$ cat src/verilog/boot_seq_pkg.sv
// boot sequencer package: phases, boot sources, decode constants
// assumes a single 10 MHz clock domain and a synchronous high reset
package boot_seq_pkg;
  localparam int CLK_HZ = 10000000;
  // wait lengths of each bring-up phase, in clock cycles
  localparam int DEV_INIT_CYCLES = 16;
  localparam int MST_INIT_CYCLES = 16;
  localparam int CTL_INIT_CYCLES = 16;
  localparam int MODE_W = 4;
  localparam logic [3:0] MODE_PARALLEL = 4'h0;
  localparam logic [3:0] MODE_RAM = 4'h1;
  localparam logic [3:0] MODE_SERIAL_SLAVE = 4'h2;
  localparam logic [3:0] MODE_CAN = 4'h3;
  localparam logic [3:0] MODE_ETH_A = 4'h4;
  localparam logic [3:0] MODE_OTP = 4'h6;
  localparam logic [3:0] MODE_FLASH = 4'h7;
  localparam logic [3:0] MODE_SYNC_MASTER = 4'h9;
  localparam logic [3:0] MODE_TWO_WIRE_MASTER = 4'hA;
  localparam logic [3:0] MODE_ETH_B = 4'hC;
  localparam logic [3:0] MODE_FAST_FLASH = 4'hF;

  typedef enum logic [3:0] {
    SRC_PARALLEL, SRC_RAM, SRC_SERIAL_SLAVE, SRC_CAN, SRC_ETHERNET,
    SRC_SYNC_MASTER, SRC_TWO_WIRE_MASTER, SRC_OTP, SRC_FLASH
  } boot_src_t;

  // decoded boot choice handed to the loader logic
  typedef struct packed {
    boot_src_t src;
    logic alt_pins;
    logic fast_flash;
  } boot_sel_t;
endpackage

$ cat src/verilog/dual_core_boot_sequencer.sv
// dual core boot sequencer: orders release of subsystems, decodes straps
// assumes rst_i is the merged master reset (power-up, pin, debug, soft,
// watchdog) already synchronised to clk_i
`timescale 1ns/10ps
module dual_core_boot_sequencer #(
  parameter bit ENGINEERING_VERSION = 1'b0,
  parameter int DEV_INIT = boot_seq_pkg::DEV_INIT_CYCLES,
  parameter int MST_INIT = boot_seq_pkg::MST_INIT_CYCLES,
  parameter int CTL_INIT = boot_seq_pkg::CTL_INIT_CYCLES
) (
  input wire logic clk_i,
  input wire logic rst_i,
  input wire logic boot_strap_one_i,
  input wire logic boot_strap_two_i,
  input wire logic boot_strap_three_i,
  input wire logic boot_strap_four_i,
  input wire logic master_to_control_wake_irq_i,
  input wire logic flash_valid_i,
  input wire logic load_done_i,
  output logic control_reset_o,
  output logic analog_bus_reset_o,
  output logic control_idle_o,
  output logic control_running_o,
  output logic mode_valid_o,
  output logic [3:0] boot_mode_o,
  output boot_seq_pkg::boot_sel_t boot_sel_o,
  output logic loader_start_o,
  output logic app_running_o,
  output logic hard_fault_o
);
  typedef enum logic [2:0] {
    M_DEV_INIT, M_MST_INIT, M_RELEASE, M_SAMPLE, M_LOAD, M_BRANCH, M_APP,
    M_FAULT
  } master_state_t;
  typedef enum logic [1:0] {C_HELD, C_INIT, C_IDLE, C_RUN} ctl_state_t;

  master_state_t mstate;
  ctl_state_t cstate;
  logic [15:0] mcount;
  logic [15:0] ccount;
  logic [3:0] straps_sync;
  logic fault_req;

  // map a strap word to its boot choice
  function automatic boot_seq_pkg::boot_sel_t decode_mode(
    input logic [3:0] m, input logic eng);
    boot_seq_pkg::boot_sel_t s;
    s.src = boot_seq_pkg::SRC_FLASH;
    s.alt_pins = 1'b0;
    s.fast_flash = 1'b0;
    case (m)
      boot_seq_pkg::MODE_PARALLEL: s.src = boot_seq_pkg::SRC_PARALLEL;
      boot_seq_pkg::MODE_RAM: s.src = boot_seq_pkg::SRC_RAM;
      boot_seq_pkg::MODE_SERIAL_SLAVE: begin
        s.src = boot_seq_pkg::SRC_SERIAL_SLAVE;
      end
      boot_seq_pkg::MODE_CAN: s.src = boot_seq_pkg::SRC_CAN;
      boot_seq_pkg::MODE_ETH_A: s.src = boot_seq_pkg::SRC_ETHERNET;
      boot_seq_pkg::MODE_ETH_B: begin
        s.src = boot_seq_pkg::SRC_ETHERNET;
        s.alt_pins = 1'b1;
      end
      boot_seq_pkg::MODE_SYNC_MASTER: begin
        s.src = boot_seq_pkg::SRC_SYNC_MASTER;
      end
      boot_seq_pkg::MODE_TWO_WIRE_MASTER: begin
        s.src = boot_seq_pkg::SRC_TWO_WIRE_MASTER;
      end
      boot_seq_pkg::MODE_OTP: begin
        if (eng) begin
          s.src = boot_seq_pkg::SRC_OTP;
        end
      end
      boot_seq_pkg::MODE_FLASH: s.src = boot_seq_pkg::SRC_FLASH;
      boot_seq_pkg::MODE_FAST_FLASH: begin
        s.src = boot_seq_pkg::SRC_FLASH;
        s.fast_flash = 1'b1;
      end
      default: s.src = boot_seq_pkg::SRC_FLASH;
    endcase
    return s;
  endfunction

  // straps come from pads, so they are synchronised before use
  strap_sync #(
    .W(4)
  ) u_strap_sync (
    .clk_i(clk_i),
    .async_i({boot_strap_four_i, boot_strap_three_i,
              boot_strap_two_i, boot_strap_one_i}),
    .sync_o(straps_sync)
  );

  // a branch to blank flash faults; the fault then restarts the boot
  assign fault_req = (mstate == M_BRANCH) &&
                     (boot_sel_o.src == boot_seq_pkg::SRC_FLASH) &&
                     !flash_valid_i;

  // master boot sequence, restarted by every reset exit
  always_ff @(posedge clk_i) begin
    if (rst_i) begin
      mstate <= M_DEV_INIT;
      mcount <= 16'h0000;
    end else begin
      case (mstate)
        M_DEV_INIT: begin
          mcount <= mcount + 16'h0001;
          if (mcount == 16'(DEV_INIT - 1)) begin
            mcount <= 16'h0000;
            mstate <= M_MST_INIT;
          end
        end
        M_MST_INIT: begin
          mcount <= mcount + 16'h0001;
          if (mcount == 16'(MST_INIT - 1)) begin
            mcount <= 16'h0000;
            mstate <= M_RELEASE;
          end
        end
        M_RELEASE: mstate <= M_SAMPLE;
        M_SAMPLE: mstate <= M_LOAD;
        M_LOAD: begin
          // branch modes need no loader; others wait for load completion
          if (boot_sel_o.src == boot_seq_pkg::SRC_RAM ||
              boot_sel_o.src == boot_seq_pkg::SRC_FLASH ||
              boot_sel_o.src == boot_seq_pkg::SRC_OTP || load_done_i) begin
            mstate <= M_BRANCH;
          end
        end
        M_BRANCH: mstate <= fault_req ? M_FAULT : M_APP;
        M_APP: mstate <= M_APP;
        M_FAULT: begin
          mstate <= M_DEV_INIT;
          mcount <= 16'h0000;
        end
        default: mstate <= M_DEV_INIT;
      endcase
    end
  end

  // strap capture happens once per boot pass, then holds
  always_ff @(posedge clk_i) begin
    if (rst_i) begin
      boot_mode_o <= 4'h0;
      boot_sel_o <= '0;
      mode_valid_o <= 1'b0;
    end else if (mstate == M_SAMPLE && !mode_valid_o) begin
      boot_mode_o <= straps_sync;
      boot_sel_o <= decode_mode(straps_sync, ENGINEERING_VERSION);
      mode_valid_o <= 1'b1;
    end else if (mstate == M_FAULT) begin
      mode_valid_o <= 1'b0; // fault restarts the pass, so resample
    end
  end

  // subsystem reset outputs, held until the master releases them
  always_ff @(posedge clk_i) begin
    if (rst_i || mstate == M_FAULT) begin
      control_reset_o <= 1'b1;
      analog_bus_reset_o <= 1'b1;
    end else if (mstate == M_RELEASE) begin
      control_reset_o <= 1'b0;
      analog_bus_reset_o <= 1'b0;
    end
  end

  // control boot, runs alongside the master after release
  always_ff @(posedge clk_i) begin
    if (rst_i || control_reset_o) begin
      cstate <= C_HELD;
      ccount <= 16'h0000;
    end else begin
      case (cstate)
        C_HELD: cstate <= C_INIT;
        C_INIT: begin
          ccount <= ccount + 16'h0001;
          if (ccount == 16'(CTL_INIT - 1)) begin
            cstate <= C_IDLE;
          end
        end
        C_IDLE: begin
          if (master_to_control_wake_irq_i) begin
            cstate <= C_RUN;
          end
        end
        C_RUN: cstate <= C_RUN;
        default: cstate <= C_HELD;
      endcase
    end
  end

  // status outputs registered so they are clean from reset onward
  always_ff @(posedge clk_i) begin
    if (rst_i) begin
      control_idle_o <= 1'b0;
      control_running_o <= 1'b0;
      loader_start_o <= 1'b0;
      app_running_o <= 1'b0;
      hard_fault_o <= 1'b0;
    end else begin
      control_idle_o <= (cstate == C_IDLE);
      control_running_o <= (cstate == C_RUN);
      loader_start_o <= (mstate == M_SAMPLE);
      app_running_o <= (mstate == M_APP);
      hard_fault_o <= fault_req;
    end
  end
endmodule

$ cat src/verilog/strap_sync.sv
// two-stage synchroniser for the four boot strap pads
// assumes the pads are asynchronous to clk_i
`timescale 1ns/10ps
module strap_sync #(
  parameter int W = 4
) (
  input wire logic clk_i,
  input wire logic [W-1:0] async_i,
  output logic [W-1:0] sync_o
);
  logic [W-1:0] meta;

  // first stage feeds only the second
  always_ff @(posedge clk_i) begin
    meta <= async_i;
    sync_o <= meta;
  end
endmodule

$ cat config.mk
export PLATFORM = sky130hd
export DESIGN_NAME = dual_core_boot_sequencer
export DESIGN_NICKNAME = d
export VERILOG_FILES = /design/src/verilog/boot_seq_pkg.sv /design/src/verilog/dual_core_boot_sequencer.sv /design/src/verilog/strap_sync.sv
export SDC_FILE = /design/constraint.sdc
export NUM_CORES = 1
export LEC_CHECK = 0
export BUFFER_PORTS_ARGS = -buffer_cell sky130_fd_sc_hd__buf_2
export CAP_MARGIN = 20
export CORE_ASPECT_RATIO = 1.4
export CORE_UTILIZATION = 43
export DETAILED_ROUTE_END_ITERATION = 16
export GPL_ROUTABILITY_DRIVEN = 0
export GPL_TIMING_DRIVEN = 0
export PLACE_DENSITY_LB_ADDON = 0.3
export SETUP_SLACK_MARGIN = 0.3
export SYNTH_ARGS = -nofsm -noshare
export SYNTH_HDL_FRONTEND = slang
export SYNTH_SLANG_ARGS = --single-unit
$ cat constraint.sdc
create_clock -name clk_i -period 3.34 [get_ports clk_i]
set_input_delay 0.501 -clock clk_i [delete_from_list [all_inputs] [get_ports clk_i]]
set_output_delay 0.501 -clock clk_i [all_outputs]
set_load 0.01 [all_outputs]
==> impl_metrics.json, run 1 <==
{
  "ys_ff_latch": 62,
  "die-area_um2": 6658,
  "async_flop_share": 0,
  "start_kind": "register",
  "syn_inst": 302,
  "cpPeakStageDelay_ns": 0.46,
  "yosys.area.top_type": "dfxtp_1",
  "worst-path-stages": 4,
  "maxCapViolCount": 0,
  "ff2ff_setup_slack_ns": 1.48,
  "crit_arrival_ns": 2.10,
  "grt_pass1_vias": 2100,
  "ys_seq_area_frac": 0.4559,
  "ys_top_cells_by_count": "dfxtp_1 (62), nor2_1 (31), nand2_1 (27)",
  "end_kind": "register",
  "synth_edf_count": 0,
  "dpl.hpwl_mm": 3.884,
  "synth.most_common_cell": "dfxtp_1",
  "syn_avg_cell_area_um2": 9.015,
  "clk_latency_ns": 0.35,
  "whs_ns": 0.2458,
  "required_ns": 3.58,
  "nets": 349,
  "wirelength_mm": 5.467,
  "avgRoutedWirePerCell_um": 13.24,
  "synth_cell_types": 52,
  "r2r-start": "mcount[4]$_SDFFE_PP0P_",
  "worstPathMaxFanout": 10,
  "antenna_found_initial": 0,
  "grt_first_pass_wirelength_mm": 9.308,
  "criticalPathCategory": "register to register",
  "first_pass_iters": 4,
  "drv_slew": 0,
  "cts_hold_buffers": 0,
  "synth_top_area_frac": 0.4559,
  "fillers": 555,
  "regArea_um2": 1241,
  "startpoint": "mcount[4]$_SDFFE_PP0P_",
  "period_minus_slack_ns": 1.860,
  "clockBufferDepth": 2,
  "synth_ff_type": "dfxtp_1",
  "cts_made_buffers": 9,
  "cpMaxStageDelayCell": "nor4_2",
  "setup_viol": 0,
  "synthesis.area_um2": 2723,
  "post_drt_via_cell_ratio": 5.547,
  "num_io_pins": 27,
  "globalRouteOverflowTotal": 0,
  "crit_end": "mcount[15]$_SDFFE_PP0P_",
  "reg2reg_depth": 4,
  "area_growth_pct": 15.35,
  "cts_max_level": 3,
  "hold_violations": 0,
  "num_rows": 33,
  "synth_area_leaders": "dfxtp_1 (46%), a21oi_1 (4.6%), nor2_1 (4.3%)",
  "max_slew_margin": 0.5643,
  "worst_slack_ns": 1.480,
  "hp-start": "boot_strap_two_i",
  "dp_slack_ns": 1.305,
  "leakage_nw": 1.166,
  "fmax_ghz": 0.5378,
  "timing.critical_path.buf_inv": 1,
  "tightest_slew_ns": 0.6500,
  "core_um2": 5987,
  "crit_chain": "nor4_2 > a41oi_2 > buf_2 > a221o_1",
  "drt_iter0_markers": 97,
  "clock-sinks": 62,
  "min_period_over_period": 0.5568,
  "grt_use_total": 0.1781,
  "path_delay_family": "compound AO/OA/AOI/OAI gates",
  "multi_input_area_um2": 1409,
  "antennaDiodeCount": 0,
  "finClkSkew_ns": 0.006265,
  "tns_ns": 0,
  "io_buffer_count": 25,
  "hp-class": "input port to register",
  "initial_core_util": 0.4548,
  "antenna_left": 0,
  "syn_nets": 313,
  "rsz0062_at_grt": "false",
  "clkTransAtPathRegs_ns": 0.08,
  "drive_above_1_share": 0.1808,
  "status": "finished, final reports clean",
  "yosys_warnings": 0,
  "powerDensity_nw_per_um2": 473.3,
  "tritoncts": "yes",
  "die_w_um": 69.25,
  "rr_endpoint": "mcount[15]$_SDFFE_PP0P_",
  "vias": 2291,
  "cts_resized": 0,
  "drcViolationCount": 0,
  "grt_max_degree": 14,
  "postCtsSetupRepairBufs": 0,
  "die_h_um": 96.15,
  "cts_root_buffer": "clkbuf_8",
  "ir_drop_uv": 348.0
}
[registers in the layout (all words and copies together) (netlist names), 2 cells and up]
| signal | flops |
|---|---|
| ccount | 16 |
| mcount | 16 |
| boot_sel_o | 6 |
| boot_mode_o | 4 |
| u_strap_sync.meta | 4 |
| u_strap_sync.sync_o | 4 |
| mstate | 3 |
| cstate | 2 |
[through the flow]
stage / util / power [mW] / cell area [µm²] / cells
after floorplan: - / 0.8060 / 2723 / 302
after global placement: 0.4903 / 0.8210 / 2935 / 397
after detailed placement: 0.4903 / 0.8222 / 2935 / 397
after CTS: 0.5246 / 1.502 / 3141 / 413
after global routing: 0.5246 / 1.542 / 3141 / 413
final: 0.5246 / 1.487 / 3141 / 413
[cells in the final DEF (no fill, tap or decap), drive strengths merged, types with 8 or more instances in the layout]
| master | n |
|---|---|
| nor3 | 10 |
| nor2 | 31 |
| clkbuf | 16 |
| nand2 | 27 |
| dfxtp | 62 |
| nand3 | 10 |
| inv | 8 |
| xnor2 | 11 |
| nand4 | 12 |
| a21oi | 25 |
| and3 | 8 |
| o21ai | 9 |
| buf | 30 |
[layout make-up]
cell class | instances | area share
buffer | 12 | 0.01713
sequential | 62 | 0.3952
tap | 70 | 0.02789
timing repair buffer | 25 | 0.03984
inverter | 5 | 0.005976
clock inverter | 7 | 0.02590
multi-input combinational | 223 | 0.4486
clock buffer | 9 | 0.03944
[worst min-delay path by stage]
stage	to	slack (ns)	cells after the start
final	u_strap_sync.meta[1]$_DFF_P_	0.25	1
after global routing	u_strap_sync.meta[0]$_DFF_P_	0.23	1
after CTS	u_strap_sync.meta[1]$_DFF_P_	0.23	1
after detailed placement	u_strap_sync.sync_o[3]$_DFF_P_	0.31	0
after global placement	u_strap_sync.sync_o[2]$_DFF_P_	0.31	0
after floorplan	u_strap_sync.sync_o[0]$_DFF_P_	0.31	0
[per-layer routing]
| metal | track usage | vias up | part of all wire |
|---|---|---|---|
| met5 | 0 | - | 0 |
| met4 | 0.1105 | 0 | 0.026 |
| met3 | 0.04293 | 12 | 0.030 |
| met2 | 0.3131 | 32 | 0.51 |
| met1 | 0.1940 | 1073 | 0.44 |
| li1 | - | 1174 | - |
[logic make-up after synthesis]
| kind of cell | share of synthesized area |
|---|---|
| and+or+nand+nor | 0.3065 |
| DFF | 0.4559 |
| AOI/OAI and AO/OA | 0.1291 |
| xor gates and xnor gates | 0.05790 |
| buffers and inverters | 0.02666 |
| muxes | 0.01471 |
| adders and majority gates | 0.009190 |
[power by group]
part	switching, mW	leakage [nW]	total (mW)	internal (mW)
combinational	0.0245	0.562	0.0440	0.0195
clock	0.327	0.101	0.682	0.354
sequential	0.0118	0.503	0.761	0.749
total	0.364	1.17	1.49	1.12
Power figures use the tool's default switching activity.
==> inputs of run 2 (changes only) <==
- clock period: 3.34 -> 1.7 ns (I/O delays scaled with it)
==> run 2 against run 1 <==
  * Clock power up 67%
  * Cell count up 5.8%
  * Sequential power up 96%
  * Combinational power rose to 2.7 times the previous value
  * Maximum frequency up 16%
  * Wire length up 13%
  * Power up 85%
  * Flip-flop and latch count unchanged
  * Largest power group unchanged
  * Highest routed layer unchanged
==> impl_metrics.json, run 2 (same netlist as run 1, synthesis figures left out) <==
{
  "status": "finished, final reports clean",
  "clockBufferDepth": 2,
  "leakage_nw": 1.325,
  "first_pass_iters": 4,
  "reg2reg_depth": 5,
  "die-area_um2": 6658,
  "die_w_um": 69.25,
  "finalPower_mw": 2.751,
  "cpPeakStageDelay_ns": 0.46,
  "drive_above_1_share": 0.3678,
  "tns_ns": 0,
  "setup_viol": 0,
  "area_growth_pct": 34.51,
  "drcViolationCount": 0,
  "dp_slack_ns": -0.07630,
  "period_minus_slack_ns": 1.600,
  "hold_violations": 0,
  "cts_max_level": 3,
  "crit_arrival_ns": 1.88,
  "reg.largest.list": "ccount x16, mcount x16, boot_sel_o x6",
  "rsz0062_at_grt": "true",
  "hp-class": "input port to register",
  "required_ns": 1.98,
  "tightest_slew_ns": 0.4776,
  "end_kind": "register",
  "clock-sinks": 62,
  "num_rows": 33,
  "min_period_over_period": 0.9413,
  "mostFrequentLayoutCells": "dfxtp_1 (37), nor2_1 (30), nand2_1 (26), buf_2 (25), dfxtp_2 (20)",
  "crit_chain": "ha_4 > nand3b_1 > or4_4 > or3_1 > a21oi_1",
  "cts_root_buffer": "clkbuf_8",
  "avgRoutedWirePerCell_um": 14.18,
  "die_h_um": 96.15,
  "initial_core_util": 0.4548,
  "worstPathMaxFanout": 3,
  "switching_share": 0.2535,
  "drt_iter0_markers": 99,
  "powerDensity_nw_per_um2": 751.2,
  "vias": 2460,
  "startpoint": "ccount[1]$_SDFFE_PP0N_",
  "maxCapViolCount": 0,
  "max_slew_margin": 0.6816,
  "tritoncts": "yes",
  "start_kind": "register",
  "ir_drop_uv": 618.7,
  "antenna_found_initial": 0,
  "drv_slew": 0,
  "nets": 373,
  "clk_latency_ns": 0.34,
  "antennaDiodeCount": 0,
  "place_area_um2": 3049,
  "worst_slack_ns": 0.09978,
  "dpl.hpwl_mm": 4.065,
  "combPwrFrac": 0.043,
  "r2r-start": "ccount[1]$_SDFFE_PP0N_",
  "fmax_ghz": 0.6249,
  "antenna_left": 0,
  "cts_made_buffers": 9,
  "core_um2": 5987,
  "min_path_cells": 2,
  "cpMaxStageDelayCell": "or4_4",
  "hp-start": "flash_valid_i",
  "seq_power_share": 0.542,
  "internal_power_mw": 2.054,
  "grt_max_degree": 13,
  "pwr-share-clk": 0.415,
  "clkTransAtPathRegs_ns": 0.07,
  "criticalPathCategory": "register to register",
  "wirelength_mm": 6.198,
  "post_drt_via_cell_ratio": 5.629,
  "grt_pass1_vias": 2291,
  "grt_first_pass_wirelength_mm": 10.29,
  "p_sw_mw": 0.6975,
  "num_io_pins": 27,
  "grt_use_total": 0.1987,
  "final_common_cell": "dfxtp_1",
  "globalRouteOverflowTotal": 0,
  "fin_area_um2": 3662,
  "finClkSkew_ns": 0.006863,
  "fillers": 483,
  "io_buffer_count": 25
}
run 2: cell types whose count changed in the layout (fill, tap and decap cells not counted), sizes merged:
| cell | previous run | this run |
|---|---|---|
| bufinv | 1 | 0 |
| a41oi | 2 | 3 |
| buf | 30 | 49 |
| clkinv | 2 | 3 |
| dlygate4sd3 | 0 | 4 |
| inv | 8 | 6 |
| clkinvlp | 1 | 3 |
run 2: critical path, delay by kind of cell, from the launching register on:
| family | cells | cell delay (ns) |
|---|---|---|
| AO/OA/AOI/OAI | 1 | 0.14 |
| adder cells (fa/ha/maj) | 1 | 0.13 |
| flip-flops | 1 | 0.36 |
| AND/OR/NAND/NOR | 3 | 0.91 |
run 2: final timing paths:
path	slack (ns)	end
hold reg to reg	0.33	u_strap_sync.sync_o[3]$_DFF_P_
hold / removal	0.12	hard_fault_o$_SDFF_PP0_
setup reg to reg	0.1	ccount[14]$_SDFFE_PP0N_
setup / recovery	0.1	ccount[14]$_SDFFE_PP0N_
run 2: power groups by stage:
stage	combinational (mW)	clock, mW	sequential [mW]
global route	0.129	1.25	1.49
detailed placement	0.0957	0	1.53
CTS	0.111	1.18	1.50
global placement	0.0927	0	1.53
floorplan	0.0658	0	1.53
finish	0.117	1.14	1.49
run 2: routing by layer:
layer	wire length, µm	vias to the layer above	GRT usage
met5	0	-	0
met4	139	0	0.1190
met3	198	10	0.05654
met2	3258	44	0.3528
met1	2602	1179	0.2097
li1	-	1227	-
run 2: what timing repair did:
action,in CTS,in global routing
endpoints found under the setup margin,42,42
hold buffers,4,0
resized for setup,33,32
cloned,2,0
pin swaps,15,12
buffers inserted,15,3
hold endpoints to repair,4,0
run 2: final cells by class:
class | count | area [µm²] | share of cell area
Clock inverter | 7 | 50.05 | 0.01367
Buffer | 12 | 81.33 | 0.02221
Inverter | 5 | 18.77 | 0.005125
Sequential cell | 62 | 1285 | 0.3509
Tap cell | 70 | 87.58 | 0.02392
Timing Repair Buffer | 48 | 344.1 | 0.09395
Clock buffer | 9 | 123.9 | 0.03382
Multi-Input combinational cell | 224 | 1672 | 0.4564
run 2: stage by stage:
step | utilization | cells | hold slack, ns
global route | 0.6117 | 437 | 0.1011
CTS | 0.5870 | 434 | 0.08833
finish | 0.6117 | 437 | 0.1170
floorplan | - | 302 | 0.2827
detailed placement | 0.5093 | 397 | 0.3157
global placement | 0.5093 | 397 | 0.3095
